**src/usart_pkg.sv**
```systemverilog
package usart_pkg;
  localparam logic [7:0] OFF_CTRL = 8'h00;
  localparam logic [7:0] OFF_MODE = 8'h04;
  localparam logic [7:0] OFF_STAT = 8'h08;
  localparam logic [7:0] OFF_ERRCNT = 8'h0c;
  localparam logic [7:0] OFF_THR = 8'h10;
  localparam logic [7:0] OFF_RHR = 8'h14;
  localparam logic [7:0] OFF_BAUD = 8'h18;
  localparam logic [7:0] OFF_TG = 8'h1c;
  localparam int CR_RX_EN = 4;
  localparam int CR_RX_DIS = 5;
  localparam int CR_TX_EN = 6;
  localparam int CR_TX_DIS = 7;
  localparam int CR_STAT_CLR = 8;
  localparam int CR_BRK_START = 9;
  localparam int CR_BRK_STOP = 10;
  localparam int CR_REP_CLR = 11;
  localparam int CR_NACK_CLR = 12;
  localparam int MR_MODE_LSB = 0;
  localparam int MR_SYNC = 8;
  localparam int MR_PAR_LSB = 9;
  localparam int MR_STOP2 = 12;
  localparam int MR_MSB_FIRST_SELECT = 16;
  localparam int MR_NACK_INHIBIT = 20;
  localparam int MR_REP_LSB = 24;
  localparam logic [3:0] MODE_HANDSHAKE = 4'h2;
  localparam logic [3:0] MODE_SC_T0 = 4'h4;
  localparam logic [3:0] MODE_SC_T1 = 4'h5;
  localparam logic [2:0] PAR_EVEN = 3'h0;
  localparam logic [2:0] PAR_ODD = 3'h1;
  localparam logic [2:0] PAR_NONE = 3'h4;
  localparam int SR_RX_READY = 0;
  localparam int SR_TX_FREE = 1;
  localparam int SR_RX_BRK = 2;
  localparam int SR_FRAME = 6;
  localparam int SR_PARITY = 7;
  localparam int SR_TX_EMPTY = 9;
  localparam int SR_REPEAT = 10;
  localparam int SR_NACK = 13;
  localparam int SR_CTS = 23;
  localparam logic [31:0] MODE_RST = 32'h0000_0000;
  localparam logic [15:0] BAUD_RST = 16'h0000;
  localparam logic [7:0] TG_RST = 8'h00;
  localparam logic [3:0] SAMPLE_TICK = 4'h7;
  localparam logic [3:0] LAST_TICK = 4'hf;
  localparam logic [7:0] BRK_HOLD_BITS = 8'h0c;
  localparam logic [7:0] BRK_LAST_BIT = 8'h0a;
  localparam logic [1:0] BRK_END_ASYNC = 2'h2;
  localparam logic [1:0] BRK_END_SYNC = 2'h1;
  localparam logic [7:0] ERR_MAX = 8'hff;
endpackage : usart_pkg

```
**src/baud_if.sv**
```systemverilog
`timescale 1ns/1ps
`default_nettype none
interface baud_if;
  logic [15:0] divisor;
  logic tick;
  logic sck;
  modport gen (input divisor, output tick, output sck);
  modport core (output divisor, input tick, input sck);
endinterface : baud_if
`default_nettype wire

```
**src/baud_gen.sv**
```systemverilog
`timescale 1ns/1ps
`default_nettype none
module baud_gen (
  input wire logic clock,
  input wire logic resetn,
  baud_if.gen bif
);
  logic [15:0] cnt_r, cnt_nxt;
  logic tick_r, tick_nxt;
  logic sck_r, sck_nxt;

  // sixteen ticks per bit; card clock toggles on each tick
  always_comb begin
    cnt_nxt = cnt_r + 16'h0001;
    tick_nxt = 1'b0;
    sck_nxt = sck_r;
    if (bif.divisor == 16'h0000) begin
      cnt_nxt = 16'h0000;
    end else if (cnt_r >= bif.divisor - 16'h0001) begin
      cnt_nxt = 16'h0000;
      tick_nxt = 1'b1;
      sck_nxt = ~sck_r;
    end
  end

  always_ff @(posedge clock or negedge resetn) begin
    if (!resetn) begin
      cnt_r <= 16'h0000;
      tick_r <= 1'b0;
      sck_r <= 1'b0;
    end else begin
      cnt_r <= cnt_nxt;
      tick_r <= tick_nxt;
      sck_r <= sck_nxt;
    end
  end

  assign bif.tick = tick_r;
  assign bif.sck = sck_r;
endmodule : baud_gen
`default_nettype wire

```
**src/usart_core.sv**
```systemverilog
`timescale 1ns/1ps
`default_nettype none
module usart_core
  import usart_pkg::*;
(
  input wire logic clock,
  input wire logic resetn,
  input wire logic [7:0] paddr,
  input wire logic psel,
  input wire logic penable,
  input wire logic pwrite,
  input wire logic [31:0] pwdata,
  output logic [31:0] prdata,
  output logic pready,
  output logic pslverr,
  input wire logic rxd,
  input wire logic txd_in,
  output logic txd_out,
  output logic txd_oe_n,
  output logic sck,
  output logic rts,
  input wire logic cts,
  input wire logic rx_dma_buffer_full
);
  typedef enum logic [2:0] {TX_IDLE, TX_START, TX_DATA, TX_PAR, TX_STOP, TX_GUARD, TX_BRK,
    TX_HOLD} tx_state_type;
  typedef enum logic [2:0] {RX_IDLE, RX_START, RX_DATA, RX_PAR, RX_STOP, RX_NACK,
    RX_BRKEND} rx_state_type;

  baud_if bif ();
  baud_gen u_baud (.clock(clock), .resetn(resetn), .bif(bif));

  // input synchronisers
  logic rxd_s1_r, rxd_s2_r, txi_s1_r, txi_s2_r, cts_s1_r, cts_s2_r;
  always_ff @(posedge clock or negedge resetn) begin
    if (!resetn) begin
      rxd_s1_r <= 1'b1;
      rxd_s2_r <= 1'b1;
      txi_s1_r <= 1'b1;
      txi_s2_r <= 1'b1;
      cts_s1_r <= 1'b1;
      cts_s2_r <= 1'b1;
    end else begin
      rxd_s1_r <= rxd;
      rxd_s2_r <= rxd_s1_r;
      txi_s1_r <= txd_in;
      txi_s2_r <= txi_s1_r;
      cts_s1_r <= cts;
      cts_s2_r <= cts_s1_r;
    end
  end

  logic rx_en_r, rx_en_nxt, tx_en_r, tx_en_nxt;
  logic [31:0] mode_r, mode_nxt;
  logic [15:0] baud_r, baud_nxt;
  logic [7:0] tg_r, tg_nxt, thr_r, thr_nxt, err_cnt_r, err_cnt_nxt;
  logic thr_full_r, thr_full_nxt, brk_req_r, brk_req_nxt, brk_stop_r, brk_stop_nxt;
  logic rx_rdy_r, rx_rdy_nxt, rx_brk_f_r, rx_brk_f_nxt, frame_f_r, frame_f_nxt;
  logic par_f_r, par_f_nxt, nack_f_r, nack_f_nxt, rep_f_r, rep_f_nxt;
  logic [31:0] prdata_r, prdata_nxt, cmd, stat;
  logic mapped;
  tx_state_type tx_st_r, tx_st_nxt;
  rx_state_type rx_st_r, rx_st_nxt;
  logic tx_load, brk_begin, brk_end, rep_evt;
  logic rx_rdy_set, brk_evt, frame_evt, par_evt, nack_inhibit_evt, err_evt;
  logic [7:0] rhr_r, rhr_nxt;

  // mode decode
  logic [3:0] mode_f;
  logic [2:0] par_sel, rep_lim;
  logic sc, t0, hs, par_en, odd, stop2, msb_first_select, nack_inhibit, sync;
  always_comb begin
    mode_f = mode_r[MR_MODE_LSB +: 4];
    sc = (mode_f == MODE_SC_T0) || (mode_f == MODE_SC_T1);
    t0 = (mode_f == MODE_SC_T0);
    hs = (mode_f == MODE_HANDSHAKE);
    par_sel = mode_r[MR_PAR_LSB +: 3];
    if (sc) begin
      par_sel = (par_sel == PAR_ODD) ? PAR_ODD : PAR_EVEN;
    end
    par_en = (par_sel != PAR_NONE);
    odd = (par_sel == PAR_ODD);
    stop2 = mode_r[MR_STOP2];
    msb_first_select = mode_r[MR_MSB_FIRST_SELECT];
    nack_inhibit = mode_r[MR_NACK_INHIBIT];
    sync = mode_r[MR_SYNC];
    rep_lim = mode_r[MR_REP_LSB +: 3];
  end

  // apb access decode
  logic acc, wr, rd, tx_free, tx_empty, brk_busy, start_ok, stop_ok;
  assign acc = psel & penable;
  assign wr = acc & pwrite;
  assign rd = acc & ~pwrite;
  assign cmd = (wr && paddr == OFF_CTRL) ? pwdata : 32'h0000_0000;
  assign pready = 1'b1;
  assign pslverr = acc & ~mapped;
  assign prdata = prdata_r;
  assign bif.divisor = baud_r;
  assign sck = bif.sck;

  assign tx_free = ~thr_full_r & ~brk_req_r;
  assign tx_empty = tx_free & (tx_st_r == TX_IDLE);
  assign brk_busy = brk_req_r | (tx_st_r == TX_BRK) | (tx_st_r == TX_HOLD);
  assign start_ok = cmd[CR_BRK_START] & tx_free & ~brk_busy;
  assign stop_ok = cmd[CR_BRK_STOP] & tx_free & (tx_st_r == TX_BRK);

  // register file
  always_comb begin
    rx_en_nxt = rx_en_r;
    tx_en_nxt = tx_en_r;
    if (cmd[CR_RX_EN]) rx_en_nxt = 1'b1;
    if (cmd[CR_RX_DIS]) rx_en_nxt = 1'b0;
    if (cmd[CR_TX_EN]) tx_en_nxt = 1'b1;
    if (cmd[CR_TX_DIS]) tx_en_nxt = 1'b0;
    mode_nxt = (wr && paddr == OFF_MODE) ? pwdata : mode_r;
    baud_nxt = (wr && paddr == OFF_BAUD) ? pwdata[15:0] : baud_r;
    tg_nxt = (wr && paddr == OFF_TG) ? pwdata[7:0] : tg_r;
    thr_nxt = thr_r;
    thr_full_nxt = thr_full_r & ~tx_load;
    if (wr && paddr == OFF_THR && !brk_req_r) begin
      thr_nxt = pwdata[7:0];
      thr_full_nxt = 1'b1;
    end
    brk_req_nxt = (brk_req_r & ~brk_begin) | start_ok;
    brk_stop_nxt = (brk_stop_r & ~brk_end) | stop_ok;
    rx_rdy_nxt = (rx_rdy_r & ~(rd && paddr == OFF_RHR)) | rx_rdy_set;
    rx_brk_f_nxt = (rx_brk_f_r & ~cmd[CR_STAT_CLR]) | brk_evt;
    frame_f_nxt = (frame_f_r & ~cmd[CR_STAT_CLR]) | frame_evt;
    par_f_nxt = (par_f_r & ~cmd[CR_STAT_CLR]) | par_evt;
    nack_f_nxt = (nack_f_r & ~cmd[CR_NACK_CLR]) | nack_inhibit_evt;
    rep_f_nxt = (rep_f_r & ~cmd[CR_REP_CLR]) | rep_evt;
    err_cnt_nxt = (rd && paddr == OFF_ERRCNT) ? 8'h00 : err_cnt_r;
    if (err_evt && err_cnt_nxt != ERR_MAX) begin
      err_cnt_nxt = err_cnt_nxt + 8'h01;
    end
    stat = 32'h0000_0000;
    stat[SR_RX_READY] = rx_rdy_r;
    stat[SR_TX_FREE] = tx_free;
    stat[SR_RX_BRK] = rx_brk_f_r;
    stat[SR_FRAME] = frame_f_r;
    stat[SR_PARITY] = par_f_r;
    stat[SR_TX_EMPTY] = tx_empty;
    stat[SR_REPEAT] = rep_f_r;
    stat[SR_NACK] = nack_f_r;
    stat[SR_CTS] = cts_s2_r;
    mapped = 1'b1;
    prdata_nxt = prdata_r;
    case (paddr)
      OFF_CTRL: prdata_nxt = 32'h0000_0000;
      OFF_MODE: prdata_nxt = mode_r;
      OFF_STAT: prdata_nxt = stat;
      OFF_ERRCNT: prdata_nxt = {24'h000000, err_cnt_r};
      OFF_THR: prdata_nxt = 32'h0000_0000;
      OFF_RHR: prdata_nxt = {24'h000000, rhr_r};
      OFF_BAUD: prdata_nxt = {16'h0000, baud_r};
      OFF_TG: prdata_nxt = {24'h000000, tg_r};
      default: begin
        mapped = 1'b0;
        prdata_nxt = 32'h0000_0000;
      end
    endcase
    if (!(psel && !penable)) prdata_nxt = prdata_r;
  end

  always_ff @(posedge clock or negedge resetn) begin
    if (!resetn) begin
      rx_en_r <= 1'b0;
      tx_en_r <= 1'b0;
      mode_r <= MODE_RST;
      baud_r <= BAUD_RST;
      tg_r <= TG_RST;
      thr_r <= 8'h00;
      thr_full_r <= 1'b0;
      brk_req_r <= 1'b0;
      brk_stop_r <= 1'b0;
      rx_rdy_r <= 1'b0;
      rx_brk_f_r <= 1'b0;
      frame_f_r <= 1'b0;
      par_f_r <= 1'b0;
      nack_f_r <= 1'b0;
      rep_f_r <= 1'b0;
      err_cnt_r <= 8'h00;
      prdata_r <= 32'h0000_0000;
    end else begin
      rx_en_r <= rx_en_nxt;
      tx_en_r <= tx_en_nxt;
      mode_r <= mode_nxt;
      baud_r <= baud_nxt;
      tg_r <= tg_nxt;
      thr_r <= thr_nxt;
      thr_full_r <= thr_full_nxt;
      brk_req_r <= brk_req_nxt;
      brk_stop_r <= brk_stop_nxt;
      rx_rdy_r <= rx_rdy_nxt;
      rx_brk_f_r <= rx_brk_f_nxt;
      frame_f_r <= frame_f_nxt;
      par_f_r <= par_f_nxt;
      nack_f_r <= nack_f_nxt;
      rep_f_r <= rep_f_nxt;
      err_cnt_r <= err_cnt_nxt;
      prdata_r <= prdata_nxt;
    end
  end

  // transmitter
  logic [3:0] tx_tk_r, tx_tk_nxt;
  logic [7:0] tx_bit_r, tx_bit_nxt, tx_char_r, tx_char_nxt, hold_last;
  logic [2:0] rep_cnt_r, rep_cnt_nxt;
  logic tx_par_r, tx_par_nxt, nack_seen_r, nack_seen_nxt, tx_end, tx_line, tx_drive;
  assign tx_end = bif.tick & (tx_tk_r == LAST_TICK);
  assign hold_last = ((tg_r > BRK_HOLD_BITS) ? tg_r : BRK_HOLD_BITS) - 8'h01;

  always_comb begin
    tx_st_nxt = tx_st_r;
    tx_tk_nxt = bif.tick ? tx_tk_r + 4'h1 : tx_tk_r;
    tx_bit_nxt = tx_bit_r;
    tx_char_nxt = tx_char_r;
    tx_par_nxt = tx_par_r;
    rep_cnt_nxt = rep_cnt_r;
    nack_seen_nxt = nack_seen_r;
    tx_load = 1'b0;
    brk_begin = 1'b0;
    brk_end = 1'b0;
    rep_evt = 1'b0;
    case (tx_st_r)
      TX_IDLE: begin
        tx_tk_nxt = 4'h0;
        tx_bit_nxt = 8'h00;
        nack_seen_nxt = 1'b0;
        if (tx_en_r && brk_req_r) begin
          tx_st_nxt = TX_BRK;
          brk_begin = 1'b1;
        end else if (tx_en_r && thr_full_r && !(hs && cts_s2_r)) begin
          tx_load = 1'b1;
          tx_char_nxt = thr_r;
          tx_par_nxt = (^thr_r) ^ odd;
          rep_cnt_nxt = 3'h0;
          tx_st_nxt = TX_START;
        end
      end
      TX_START: if (tx_end) tx_st_nxt = TX_DATA;
      TX_DATA: if (tx_end) begin
        tx_bit_nxt = tx_bit_r + 8'h01;
        if (tx_bit_r[2:0] == 3'h7) begin
          tx_bit_nxt = 8'h00;
          tx_st_nxt = par_en ? TX_PAR : TX_STOP;
        end
      end
      TX_PAR: if (tx_end) tx_st_nxt = t0 ? TX_GUARD : TX_STOP;
      TX_STOP: if (tx_end) begin
        tx_bit_nxt = tx_bit_r + 8'h01;
        if (tx_bit_r == (stop2 ? 8'h01 : 8'h00)) tx_st_nxt = TX_IDLE;
      end
      TX_GUARD: begin
        if (bif.tick && tx_tk_r == SAMPLE_TICK && tx_bit_r == 8'h00 && !txi_s2_r) begin
          nack_seen_nxt = 1'b1;
        end
        if (tx_end) begin
          tx_bit_nxt = tx_bit_r + 8'h01;
          if (tx_bit_r == (nack_seen_r ? 8'h02 : 8'h01)) begin
            tx_bit_nxt = 8'h00;
            nack_seen_nxt = 1'b0;
            tx_st_nxt = TX_IDLE;
            rep_cnt_nxt = 3'h0;
            if (nack_seen_r && rep_lim != 3'h0) begin
              if (rep_cnt_r != rep_lim) begin
                rep_cnt_nxt = rep_cnt_r + 3'h1;
                tx_par_nxt = (^tx_char_r) ^ odd;
                tx_st_nxt = TX_START;
              end else begin
                rep_evt = 1'b1;
              end
            end
          end
        end
      end
      TX_BRK: if (tx_end) begin
        if (brk_stop_r && tx_bit_r >= BRK_LAST_BIT) begin
          tx_bit_nxt = 8'h00;
          brk_end = 1'b1;
          tx_st_nxt = TX_HOLD;
        end else if (tx_bit_r < BRK_LAST_BIT) begin
          tx_bit_nxt = tx_bit_r + 8'h01;
        end
      end
      TX_HOLD: if (tx_end) begin
        tx_bit_nxt = tx_bit_r + 8'h01;
        if (tx_bit_r == hold_last) tx_st_nxt = TX_IDLE;
      end
      default: tx_st_nxt = TX_IDLE;
    endcase
    case (tx_st_r)
      TX_START: tx_line = 1'b0;
      TX_BRK: tx_line = 1'b0;
      TX_DATA: tx_line = msb_first_select ? tx_char_r[3'h7 - tx_bit_r[2:0]] : tx_char_r[tx_bit_r[2:0]];
      TX_PAR: tx_line = tx_par_r;
      default: tx_line = 1'b1;
    endcase
    tx_drive = ~sc | ((tx_st_r != TX_IDLE) & (tx_st_r != TX_GUARD));
  end

  always_ff @(posedge clock or negedge resetn) begin
    if (!resetn) begin
      tx_st_r <= TX_IDLE;
      tx_tk_r <= 4'h0;
      tx_bit_r <= 8'h00;
      tx_char_r <= 8'h00;
      tx_par_r <= 1'b0;
      rep_cnt_r <= 3'h0;
      nack_seen_r <= 1'b0;
    end else begin
      tx_st_r <= tx_st_nxt;
      tx_tk_r <= tx_tk_nxt;
      tx_bit_r <= tx_bit_nxt;
      tx_char_r <= tx_char_nxt;
      tx_par_r <= tx_par_nxt;
      rep_cnt_r <= rep_cnt_nxt;
      nack_seen_r <= nack_seen_nxt;
    end
  end

  // receiver
  logic [3:0] rx_tk_r, rx_tk_nxt;
  logic [2:0] rx_bit_r, rx_bit_nxt, rx_idx;
  logic [7:0] rx_data_r, rx_data_nxt;
  logic [1:0] hi_r, hi_nxt;
  logic rx_pbit_r, rx_pbit_nxt, rx_in, rx_mid, rx_end, rx_perr;
  assign rx_in = sc ? txi_s2_r : rxd_s2_r;
  assign rx_mid = bif.tick & (rx_tk_r == SAMPLE_TICK);
  assign rx_end = bif.tick & (rx_tk_r == LAST_TICK);
  assign rx_idx = msb_first_select ? 3'h7 - rx_bit_r : rx_bit_r;
  assign rx_perr = par_en & (rx_pbit_r ^ (^rx_data_r) ^ odd);

  always_comb begin
    rx_st_nxt = rx_st_r;
    rx_tk_nxt = bif.tick ? rx_tk_r + 4'h1 : rx_tk_r;
    rx_bit_nxt = rx_bit_r;
    rx_data_nxt = rx_data_r;
    rx_pbit_nxt = rx_pbit_r;
    rhr_nxt = rhr_r;
    hi_nxt = hi_r;
    rx_rdy_set = 1'b0;
    brk_evt = 1'b0;
    frame_evt = 1'b0;
    par_evt = 1'b0;
    nack_inhibit_evt = 1'b0;
    err_evt = 1'b0;
    case (rx_st_r)
      RX_IDLE: begin
        rx_tk_nxt = 4'h0;
        rx_bit_nxt = 3'h0;
        rx_pbit_nxt = 1'b0;
        if (rx_en_r && !rx_in) rx_st_nxt = RX_START;
      end
      RX_START: begin
        if (rx_mid && rx_in) rx_st_nxt = RX_IDLE;
        else if (rx_end) rx_st_nxt = RX_DATA;
      end
      RX_DATA: begin
        if (rx_mid) rx_data_nxt[rx_idx] = rx_in;
        if (rx_end) begin
          rx_bit_nxt = rx_bit_r + 3'h1;
          if (rx_bit_r == 3'h7) rx_st_nxt = par_en ? RX_PAR : RX_STOP;
        end
      end
      RX_PAR: begin
        if (rx_mid) rx_pbit_nxt = rx_in;
        if (rx_end) begin
          rx_st_nxt = RX_STOP;
          if (t0 && rx_perr && !nack_inhibit) begin
            rx_st_nxt = RX_NACK;
            par_evt = 1'b1;
            err_evt = 1'b1;
          end
        end
      end
      RX_NACK: if (rx_end) rx_st_nxt = RX_IDLE;
      RX_STOP: if (rx_mid) begin
        hi_nxt = 2'h0;
        if (rx_data_r == 8'h00 && !(par_en && rx_pbit_r) && !rx_in) begin
          brk_evt = 1'b1;
          rx_st_nxt = RX_BRKEND;
        end else begin
          rx_st_nxt = RX_IDLE;
          frame_evt = ~rx_in;
          err_evt = ~rx_in | rx_perr;
          rhr_nxt = rx_data_r;
          rx_rdy_set = 1'b1;
          if (rx_perr && t0) begin
            nack_inhibit_evt = 1'b1;
            rx_rdy_set = 1'b0;
          end else if (rx_perr) begin
            par_evt = 1'b1;
          end
        end
      end
      RX_BRKEND: if (bif.tick) begin
        hi_nxt = 2'h0;
        if (rx_in) begin
          hi_nxt = hi_r + 2'h1;
          if (hi_r + 2'h1 >= (sync ? BRK_END_SYNC : BRK_END_ASYNC)) begin
            brk_evt = 1'b1;
            rx_st_nxt = RX_IDLE;
          end
        end
      end
      default: rx_st_nxt = RX_IDLE;
    endcase
  end

  always_ff @(posedge clock or negedge resetn) begin
    if (!resetn) begin
      rx_st_r <= RX_IDLE;
      rx_tk_r <= 4'h0;
      rx_bit_r <= 3'h0;
      rx_data_r <= 8'h00;
      rx_pbit_r <= 1'b0;
      rhr_r <= 8'h00;
      hi_r <= 2'h0;
    end else begin
      rx_st_r <= rx_st_nxt;
      rx_tk_r <= rx_tk_nxt;
      rx_bit_r <= rx_bit_nxt;
      rx_data_r <= rx_data_nxt;
      rx_pbit_r <= rx_pbit_nxt;
      rhr_r <= rhr_nxt;
      hi_r <= hi_nxt;
    end
  end

  // pin drivers
  logic txd_out_nxt, txd_oe_n_nxt, rts_nxt;
  always_comb begin
    txd_out_nxt = (rx_st_r == RX_NACK) ? 1'b0 : tx_line;
    txd_oe_n_nxt = ~(tx_drive | (rx_st_r == RX_NACK));
    rts_nxt = hs & (~rx_en_r | rx_dma_buffer_full);
  end

  always_ff @(posedge clock or negedge resetn) begin
    if (!resetn) begin
      txd_out <= 1'b1;
      txd_oe_n <= 1'b0;
      rts <= 1'b0;
    end else begin
      txd_out <= txd_out_nxt;
      txd_oe_n <= txd_oe_n_nxt;
      rts <= rts_nxt;
    end
  end
endmodule : usart_core
`default_nettype wire

```
**config.mk**
```make
export PLATFORM = sky130hd
export DESIGN_NAME = usart_core
export DESIGN_NICKNAME = d
export VERILOG_FILES = /design/src/usart_pkg.sv /design/src/baud_if.sv /design/src/baud_gen.sv /design/src/usart_core.sv
export SDC_FILE = /design/constraint.sdc
export NUM_CORES = 1
export LEC_CHECK = 0
export BUFFER_PORTS_ARGS = -buffer_cell sky130_fd_sc_hd__buf_2
export CELL_PAD_IN_SITES_DETAIL_PLACEMENT = 1
export CELL_PAD_IN_SITES_GLOBAL_PLACEMENT = 1
export CORE_MARGIN = 10
export CORE_UTILIZATION = 51
export DETAILED_ROUTE_END_ITERATION = 6
export GPL_TIMING_DRIVEN = 0
export PLACE_DENSITY = 0.9
export SLEW_MARGIN = 10
export SYNTH_ARGS = -nofsm -noshare
export SYNTH_HDL_FRONTEND = slang
export SYNTH_SLANG_ARGS = --single-unit
```
**constraint.sdc**
```tcl
create_clock -name clock -period 6.13 [get_ports clock]
set_input_delay 1.226 -clock clock [delete_from_list [all_inputs] [get_ports clock]]
set_output_delay 1.226 -clock clock [all_outputs]
set_load 0.02 [all_outputs]
```
==> Yosys cells after proc, flatten, opt, wreduce, memory -nomap -nowiden <==
Index checks and enable logic that the tools add are counted.
{ "op_classes": {"add_sub_neg": 12, "order_cmp": 9, "eq_ne": 68, "n_mux": 144, "bitwise": 63, "n_reduce_logical": 70} }
{ "op_table": {"columns": ["op", "n"], "rows": [
  ["32-bit one-hot mux with 6 select lines", 1],
  ["3-bit two-way mux", 36],
  ["8-bit two-way mux", 11],
  ["1-bit two-way mux", 67],
  ["2-bit != test (second input constant)", 22],
  ["8-bit one-hot mux with 5 select lines", 1],
  ["8-bit by 5-bit equality test with 1-bit output (second input constant)", 4],
  ["16-bit two-way mux", 2],
  ["3-bit equality test (second input constant)", 9],
  ["1-bit logical AND", 27],
  ["1-bit AND", 25],
  ["8-bit logical NOT", 3],
  ["3-bit one-hot mux with 8 select lines", 1],
  ["8-bit XOR reduction", 3],
  ["3-bit one-hot mux with 7 select lines", 1],
  ["1-bit NOT", 20],
  ["16-bit by 1-bit adder with 16-bit output (second input constant)", 1],
  ["8-bit by 1-bit adder with 8-bit output (second input constant)", 2],
  ["4-bit by 3-bit equality test with 1-bit output (second input constant)", 4],
  ["8-bit by 4-bit equality test with 1-bit output (second input constant)", 2],
  ["16-bit >= comparator", 1],
  ["16-bit logical NOT", 1],
  ["4-bit two-way mux", 4],
  ["2-bit nonzero test", 8],
  ["other kinds (50)", 110]
]} }
{ "word_totals": {"reg_bits": 199, "in_bits": 49, "out_inout_bits": 38, "elab_cells": 409} }

==> Longest topological paths before layout <==
Gate-level depths: netlist (run 1).
{ "depth": {"word_depth": 13, "mapped_depth": 14, "mapped_depth_nobuf": 14} }

==> Cells and area by module <==
From an unflattened synthesis (run 1), not the netlist that was laid out.
{ "unflattened": {"cells_unflattened": 1080, "area_unflattened_um2": 10985.5} }
{ "modules_own_cells": {"columns": ["module", "instances", "cells_per_inst", "area_each_um2", "seq_area_each_um2"], "rows": [
  ["usart_core", 1, 925, 9582.9, 4538.1],
  ["baud_gen", 1, 155, 1402.6, 450.4]
]} }

==> Least setup slack after synthesis (run 1) <==
No wires, ideal clock.
{ "synth_timing": {"kind": "input port to flip-flop", "from": "in paddr[5]", "to": "reg err_cnt_r[5]", "setup_time_ps": 134, "arrival_time_ps": 3547, "t_required_ps": 5996, "slack_ps": 2449, "path_stages": 12, "path_buffers": 1, "path_cell_list": "or4_1 -> clkbuf_1 -> nor4_4 -> nor2b_1 -> ha_1 -> and2_1 -> nand4_1 -> o22a_1 -> and4_1 -> nand4_1 -> xor2_1 -> nor2_1"} }
{ "synth_via": {"elab_chain_cells": 6, "elab_cells_between_ends": 7, "classes_between": "add/sub (1); eq/ne (2); mux (2); reduce/logical (2)"} }
{ "synth_lines": {"columns": ["item", "line", "rtl"], "rows": [
  ["start, declared", "usart_core.sv:8", "input wire logic [7:0] paddr,"],
  ["8-bit by 4-bit equality test with 1-bit output *", "usart_core.sv:133", "err_cnt_nxt = (rd && paddr == OFF_ERRCNT) ? 8'h00 : err_cnt_r;"],
  ["1-bit logical AND *", "usart_core.sv:133", null],
  ["8-bit two-way mux *", "usart_core.sv:133", null],
  ["branches (longest 2 deep; another with 8-bit by 1-bit adder with 8-bit output)", null, null],
  ["8-bit two-way mux *", "usart_core.sv:134", "if (err_evt && err_cnt_nxt != ERR_MAX) begin"],
  ["net err_cnt_nxt[5]", "usart_core.sv:56", "logic [7:0] tg_r, tg_nxt, thr_r, thr_nxt, err_cnt_r, err_cnt_nxt;"],
  ["end signal, assigned", "usart_core.sv:201", "err_cnt_r <= err_cnt_nxt;"],
  ["end, declared", "usart_core.sv:56", null]
]} }
Mark *: on every way through the listed nets, which the timed path passes.
A chain may end at the register's enable or synchronous reset.

==> Worst setup path after layout (run 1) <==
{ "layout_timing": {"from": "reg baud_r[2]", "to": "reg u_baud.cnt_r[12]"} }
{ "layout_via": {"elab_chain_cells": 4, "elab_cells_between_ends": 5, "classes_between": "add/sub (1); order compare (1); mux (2); reduce/logical (1)"} }
{ "layout_lines": {"columns": ["item", "line", "rtl"], "rows": [
  ["start, declared", "usart_core.sv:55", "logic [15:0] baud_r, baud_nxt;"],
  ["start signal, assigned", "usart_core.sv:189", "baud_r <= baud_nxt;"],
  ["16-bit by 1-bit subtractor with 16-bit output", "baud_gen.sv:19", "end else if (cnt_r >= bif.divisor - 16'h0001) begin"],
  ["16-bit >= comparator", "baud_gen.sv:19", null],
  ["16-bit two-way mux", "baud_gen.sv:19", null],
  ["16-bit two-way mux *", "baud_gen.sv:17", "if (bif.divisor == 16'h0000) begin"],
  ["net u_baud.cnt_nxt[12]", "baud_gen.sv:8", "logic [15:0] cnt_r, cnt_nxt;"],
  ["end signal, assigned", "baud_gen.sv:32", "cnt_r <= cnt_nxt;"],
  ["end, declared", "baud_gen.sv:8", null]
]} }
The timed path passes the listed nets; every way through them passes the cells marked *.

==> impl_results.md, run 1 <==
* Fraction of layout cells with a size suffix above 1 at 0.1933
* Initial antenna violation count at 1
* Port-buffer cells at between 80 and 90
* Die ar. at between 20000 and 30000 um^2
* CTS tree: built
* Cell count after synthesis at between 1000 and 1500
* Worst Setup SP: baud_r[2]
* Most used standard cell by instance count after synthesis: dfrtp_1
* Crit end category: register
* Row count at 52
* Unrepaired setup endpoints after global routing: false
* Number of global-route vias before repair at 10240
* Final min period at around 4000 ps
* Routed Wire Length at 37590 um
* Initial core utilization at 0.5248
* Core Area at between 20000 and 25000 um^2
* Crit path kind: reg -> reg
* ANT cells at 0
* Top_reg_cell synth: dfrtp_1
* Clock Latency Late Sink at about 460 ps
* Post-synthesis sequential area ratio at 0.4653
* Leak pwr at approximately 5.7 nW
* Reg-to-reg endpoint: u_baud.cnt_r[12]
* Grt ovf at 0
* Slew at the pin closest to its max-slew limit at ~900 ps
* Mapped Avg Cell Area at between 9 and 10 um^2
* H-tree Lvls at 4
* Yosys warnings at 0
* Final Max Tran Viols at 0
* Worst R2R Path Depth at 12
* Hold-fix buffers, CTS at 0
* Switch Pwr at 0.0009066 W
* Clock Path Buffers at 2
* Area added between synthesis and finish at 13.36%
* Setup violations, final at 0
* Largest area contributor in the netlist: dfrtp_1
* Largest stage delay, worst path at 540 ps
* Pin count of the biggest net entering global routing at 75
* GRT Total Usage at 0.2799
* Reg2reg setup slack at approximately 2000 ps
* Post-CTS resize count at 0
* Post-route setup TNS at 0 ps
* Clock power share at 0.399
* Violations in the final reports: DRC
* Fill count at about 2300
* Hold WC Path Type: reg -> reg
* # nets final at between 1000 and 1500
* Placed cell areas at 11550 um^2
* Status: finished, violations left
* Dpl hpwl at roughly 26000 um
* Die extent in y at between 150 and 200 um
* Crit Path Max Fanout at 10
* TritonCTS sink count at about 200
* Sequential power share at 0.469
* Commonest cells in the synthesized netlist: 192 x dfrtp_1, 133 x nand2_1, 88 x nor2_1
* CTS root buf: clkbuf_16
* Post-synth ARST share at 1.000
* Final worst slack at 2032 ps
* Power Density at about 240 nW/um^2
* Post-route core utilization at 0.5949
* Critical-path top delay cell: or4_1
* P_int at a little over 0.002 W
* Yosys reg bits at 199
* Switching Fraction at 0.3098
* Worst Setup EP: u_baud.cnt_r[12]
* Crit start category: register
* Die W at about 160 um
* Vias per inst at roughly 6.5
* DR iter-0 viols at between 900 and 1000
* Via count at approximately 9500
* Placer congestion estimate at ~0.9
* TritonCTS Buffers at 17
* Comb pwr share at 0.132
* Final hold violation count at 0
* Placed insts at 1433
* Share of the synthesized area in the top cell type at 0.4481
* Placement Setup Slack at between 1500 and 2000 ps
* Post-synth EDFFs at 0
* Synth top area cells: dfrtp_1 45%, mux2_2 8.1%, nand2_1 4.7%, ha_1 4.0%, o21ai_0 3.8%
* Final non-filler cell total at approximately 1500
* Post-route cell area at ~12000 um^2
* Syn_nets at roughly 1200
* Final Cycle Share at 0.6685
* Drt pass-1 iters at 7
* Synth Cell Area at about 11000 um^2
* Max-cap violations at 0
* Critical path, cell by cell: or3_1, nor3_1, nand2b_1, or4_1, nor3_1, xnor2_1, ha_1, nand4_1, o311a_1, o211ai_2, buf_6, nor2_1
* Worst flop-to-flop path startpoint: baud_r[2]
* First-pass GRT wire length at ~59000 um
* Ports at 87
* Max Fclk at approximately 240 MHz
* Post-CTS setup buffers at 0
* Post-route DRC at 1
* Synth cell types at 79
* CP most frequent cell: nor3_1
* Setup skew after layout at ~16 ps
* Worst EP arrival at approximately 4400 ps
* WP data required at ~6500 ps
* Slew margin rel. at 0.4008
* Post-DRT Antenna Nets at 0
* Clock-pin transition on the worst setup and hold timing paths at ~90 ps
* DR WL/cell at 25.66 um
* Peak VDD IR at roughly 0.18 mV
critical path, delay by kind of cell (launching register included):
kind / cells / cell delay (ps)
and+or+nand+nor: 7 / 1900
AOI/OAI and AO/OA: 2 / 970
DFF: 1 / 460
adders and majority gates: 1 / 310
buffers and inverters: 1 / 220
xor gates and xnor gates: 1 / 130
metal layers:
layer | global-route usage | vias to the layer above | share of wire
met4 | 0.1477 | 0 | 0.050
met2 | 0.4655 | 496 | 0.48
met3 | 0.06522 | 170 | 0.081
met1 | 0.3302 | 4785 | 0.39
li1 | - | 4064 | -
met5 | 0 | - | 0
layout by cell type, fill, tap and decap left out, types with 5 or more instances in the layout:
cell / instances
dfrtp_1: 192
nand2_1: 133
nor2_1: 88
buf_2: 86
o21ai_0: 81
mux2_2: 77
clkbuf_1: 40
xnor2_1: 40
a21oi_1: 39
inv_1: 34
ha_1: 34
xor2_1: 31
nand3_1: 25
nor3_1: 22
a22oi_1: 20
nand4_1: 18
clkbuf_16: 17
nor2b_1: 15
and3_1: 13
a21o_1: 11
nand2b_1: 10
a221oi_1: 8
inv_8: 8
a31oi_1: 7
mux2i_1: 7
dfstp_2: 7
and2_1: 6
or2_2: 6
o31ai_1: 6
o211ai_1: 6
nor4_1: 5
or3_1: 5
a222oi_1: 5
o22ai_1: 5
per-stage QoR:
stage	power [W]	hold WS [ps]
after floorplan	0.001607	345.2
after global placement	0.001732	346.8
after detailed placement	0.001763	347.2
after CTS	0.002919	358.8
after global routing	0.003023	361.6
final	0.002927	357.8
area by class of cell:
class	count	area [um^2]	share of cell area
flip-flops and latches	199	4989	0.4104
multi-input cells	795	5416	0.4456
repair buffers	87	490.5	0.04035
well taps	270	337.8	0.02779
clock buffers	17	425.4	0.03500
clock inverters	15	173.9	0.01431
plain buffers	48	193.9	0.01596
inverters	34	127.6	0.01050
kinds of logic after synthesis:
group | count (synthesis) | synth area share
XOR/XNOR | 73 | 0.06220
multiplexers | 90 | 0.09849
AO/OA/AOI/OAI | 228 | 0.1378
adder cells (fa/ha/maj) | 34 | 0.03968
flip-flops | 199 | 0.4653
other | 1 | 0.0003498
AND/OR/NAND/NOR | 369 | 0.1662
buffers and inverters | 82 | 0.02999
how the worst min path moves through the flow:
| stage | startpoint | to | depth (start not counted) |
|---|---|---|---|
| floorplan | cts_s1_r | cts_s2_r | 0 |
| global placement | rxd_s1_r | rxd_s2_r | 0 |
| detailed placement | txi_s1_r | txi_s2_r | 0 |
| CTS | txi_s1_r | txi_s2_r | 0 |
| global route | rxd_s1_r | rxd_s2_r | 0 |
| finish | txi_s1_r | txi_s2_r | 0 |
power groups by stage:
stage / Combinational, W / Clock, W / Sequential [W]
6_report: 0.000385 / 0.00117 / 0.00137
3_5_place_dp: 0.000367 / 0 / 0.00140
3_3_place_gp: 0.000339 / 0 / 0.00139
2_1_floorplan: 0.000218 / 0 / 0.00139
4_1_cts: 0.000378 / 0.00117 / 0.00137
5_1_grt: 0.000417 / 0.00123 / 0.00137
flip-flops by register name, summed over array words and instances, names as in the netlist, 4 cells and up:
register and flops:
mode_r 32, rhr_r 8, u_baud.cnt_r 16, thr_r 8, tx_bit_r 8, prdata 32, tg_r 8, tx_tk_r 4
tx_char_r 8, rx_tk_r 4, rx_data_r 8, baud_r 16, err_cnt_r 8
No activity file was read; power rests on OpenSTA's default activity.
==> run 2: changes to the inputs <==
--- a/config.mk
+++ b/config.mk
@@ -9,10 +9,10 @@
 export CELL_PAD_IN_SITES_DETAIL_PLACEMENT = 1
 export CELL_PAD_IN_SITES_GLOBAL_PLACEMENT = 1
 export CORE_MARGIN = 10
-export CORE_UTILIZATION = 51
+export CORE_UTILIZATION = 48
 export DETAILED_ROUTE_END_ITERATION = 6
 export GPL_TIMING_DRIVEN = 0
-export PLACE_DENSITY = 0.9
+export PLACE_DENSITY = 0.86
 export SLEW_MARGIN = 10
 export SYNTH_ARGS = -nofsm -noshare
 export SYNTH_HDL_FRONTEND = slang
==> constraint.sdc (replaced) <==
create_clock -name clock -period 4.3 [get_ports clock]
set_input_delay 0.86 -clock clock [delete_from_list [all_inputs] [get_ports clock]]
set_output_delay 0.86 -clock clock [all_outputs]
set_load 0.02 [all_outputs]
==> run 2 against run 1 <==
  * The flow now finishes without violations
  * Clock-buffer cell count rose by 1
  * Register-to-register slack lost 1700 ps
  * Worst setup slack got worse by 1700 ps
  * Non-clock buffer count unchanged
  * Via count shrank 4.1%
  * Sequential power increased by 42%
  * Combinational power increased by 39%
  * Clock skew barely moved
  * Critical path depth did not move
  * Clock power rose by 38%
  * Design area hardly changed
  * Wire length is 8.8% lower
  * Largest power group unchanged
  * Highest routed layer unchanged
==> impl_results.md, run 2 (synthesized netlist as in run 1, its figures left out) <==
* Multi-input logic area at 5416 um^2 (unchanged)
* Leak pwr at 5.684 nW (was 5.699 nW)
* Clock Latency Late Sink at 450 ps (was 460 ps)
* Max Fclk at 250.3 MHz (was 244.0 MHz)
* Post-route DRC at 0 (was 1)
* Initial antenna violation count at 0 (was 1)
* Most common cell after layout, fill and taps aside: dfrtp_1 (unchanged)
* Critical-path top delay cell: or4_1 (unchanged)
* Die extent in y at 169.5 um (was 165.0 um)
* TritonCTS Buffers at 17 (unchanged)
* CTS tree: built (unchanged)
* Register Area at 4989 um^2 (unchanged)
* Peak VDD IR at 0.2490 mV (was 0.1788 mV)
* Die W at 169.5 um (was 165.0 um)
* Final Cycle Share at 0.9292 (was 0.6685)
* Largest stage delay, worst path at 540 ps (about the same)
* Worst EP arrival at 4340 ps (was 4440 ps)
* First-pass GRT wire length at 54010 um (was 58910 um)
* CP most frequent cell: nor3_1 (unchanged)
* Row count at 54 (was 52)
* Grt ovf at 0 (unchanged)
* Worst flop-to-flop path startpoint: baud_r[2] (unchanged)
* Final non-filler cell total at 1475 (was 1465)
* Reg2reg setup slack at 300 ps (was 2030 ps)
* Routed Wire Length at 34290 um (was 37590 um)
* Crit start category: register (unchanged)
* H-tree Lvls at 4 (unchanged)
* Slew at the pin closest to its max-slew limit at 892.9 ps (was 898.8 ps)
* Post-CTS setup buffers at 0 (unchanged)
* # nets final at 1265 (unchanged)
* Critical path, cell by cell: or3_1, nor3_1, nand2b_1, or4_1, nor3_1, xnor2_1, ha_1, nand4_1, o311a_1, o211ai_2, buf_6, nor2_1 (unchanged)
* Unrepaired setup endpoints after global routing: false (unchanged)
* Placed insts at 1443 (was 1433)
* Reg-to-reg endpoint: u_baud.cnt_r[7] (was u_baud.cnt_r[12])
* Hold WC Path Type: in -> async (was reg -> reg)
* Status: complete, no violations (was finished, violations left)
* Post-CTS resize count at 0 (unchanged)
* Dpl hpwl at 25280 um (was 26490 um)
* Crit path kind: reg -> reg (unchanged)
* Post-route core utilization at 0.5548 (was 0.5949)
* Placer congestion estimate at 0.8973 (was 0.8862)
* Via count at 9125 (was 9515)
* Area added between synthesis and finish at 13.28% (was 13.36%)
* Clock Path Buffers at 2 (unchanged)
* Die ar. at 28720 um^2 (was 27220 um^2)
* WP data required at 4640 ps (was 6470 ps)
* Ports at 87 (unchanged)
* Power Density at 338.1 nW/um^2 (was 240.8 nW/um^2)
* CTS root buf: clkbuf_16 (unchanged)
* Most frequent cells in the layout: 192 x dfrtp_1, 133 x nand2_1, 88 x nor2_1 (unchanged)
* DR iter-0 viols at 762 (was 952)
* GRT Total Usage at 0.2367 (was 0.2799)
* Hold-fix buffers, CTS at 0 (unchanged)
* Worst R2R Path Depth at 12 (unchanged)
* Setup violations, final at 0 (unchanged)
* Final Max Tran Viols at 0 (unchanged)
* Drt pass-1 iters at 6 (was 7)
* Vias per inst at 6.186 (was 6.495)
* Crit Path Max Fanout at 10 (unchanged)
* ANT cells at 0 (unchanged)
* Fraction of layout cells with a size suffix above 1 at 0.1925 (was 0.1933)
* Hold slack final at 281.1 ps (was 357.8 ps)
* Port-buffer cells at 85 (unchanged)
* Core Area at 21890 um^2 (was 20430 um^2)
* Post-DRT Antenna Nets at 0 (unchanged)
* Fill count at 2448 (was 2264)
* Final hold violation count at 0 (unchanged)
* Number of global-route vias before repair at 9681 (was 10240)
* Setup skew after layout at 15.49 ps (was 15.95 ps)
* Slew margin rel. at 0.4025 (was 0.4008)
* Clock-pin transition on the worst setup and hold timing paths at 90 ps (about the same)
* TritonCTS sink count at 199 (unchanged)
* Initial core utilization at 0.4898 (was 0.5248)
* Max-cap violations at 0 (unchanged)
* Pin count of the biggest net entering global routing at 90 (was 75)
* Final min period at 3996 ps (was 4098 ps)
* Crit end category: register (unchanged)
* DR WL/cell at 23.25 um (was 25.66 um)
==> run 2: cell types whose count changed in the layout (fill, tap and decap cells not counted), sizes merged <==
cell | before | now
clkbuf | 57 | 58
clkinv | 4 | 3
clkinvlp | 0 | 1
inv | 45 | 44
==> run 2: worst max path at each step <==
stage / start / to / slack, ps / cells past startpoint
6_report: baud_r[2] / u_baud.cnt_r[7] / 300 / 12
2_1_floorplan: paddr[5] / err_cnt_r[7] / 990 / 12
5_1_grt: baud_r[2] / u_baud.cnt_r[0] / 80 / 12
4_1_cts: baud_r[2] / u_baud.cnt_r[7] / 300 / 12
3_5_place_dp: baud_r[2] / u_baud.cnt_r[14] / 400 / 12
3_3_place_gp: resetn / tx_char_r[0] / -990 / 1
==> run 2: stage by stage <==
step / setup WS, ps / cell area (um^2) / power [W] / setup TNS (ps)
global placement: -991.1 / 11500 / 0.002471 / -186030
global route: 76.70 / 12150 / 0.004237 / 0
CTS: 299.5 / 12140 / 0.004103 / 0
floorplan: 985.0 / 10720 / 0.002291 / 0
finish: 304.4 / 12150 / 0.004106 / 0
detailed placement: 398.6 / 11560 / 0.002506 / 0
==> run 2: worst max-delay path: cells and delay by family (launching register included) <==
| kind | cells | cell delay [ps] |
|---|---|---|
| and+or+nand+nor | 7 | 1820 |
| AOI/OAI and AO/OA | 2 | 950 |
| DFF | 1 | 460 |
| adders and majority gates | 1 | 310 |
| buffers and inverters | 1 | 220 |
| xor gates and xnor gates | 1 | 110 |
==> run 2: final cells by class <==
| type | count | share of cell area |
|---|---|---|
| Timing Repair Buffer | 87 | 0.04038 |
| Tap cell | 280 | 0.02885 |
| Clock buffer | 18 | 0.03534 |
| Sequential cell | 199 | 0.4107 |
| Multi-Input combinational cell | 795 | 0.4460 |
| Clock inverter | 14 | 0.01226 |
| Buffer | 48 | 0.01597 |
| Inverter | 34 | 0.01051 |
==> run 2: metal layers <==
layer / track usage / wire, um / part of all wire / vias up
met1: 0.2996 / 14640 / 0.43 / 4686
met4: 0.08030 / 928 / 0.027 / 0
met2: 0.4031 / 16750 / 0.49 / 311
met5: 0 / 0 / 0 / -
met3: 0.03798 / 1968 / 0.057 / 74
li1: - / - / - / 4054
==> run 2: power by group <==
group | leakage [nW] | switching, W | internal [W]
clock network | 0.282 | 0.000836 | 0.000782
registers | 2.71 | 0.0000391 | 0.00191
logic | 2.69 | 0.000364 | 0.000170
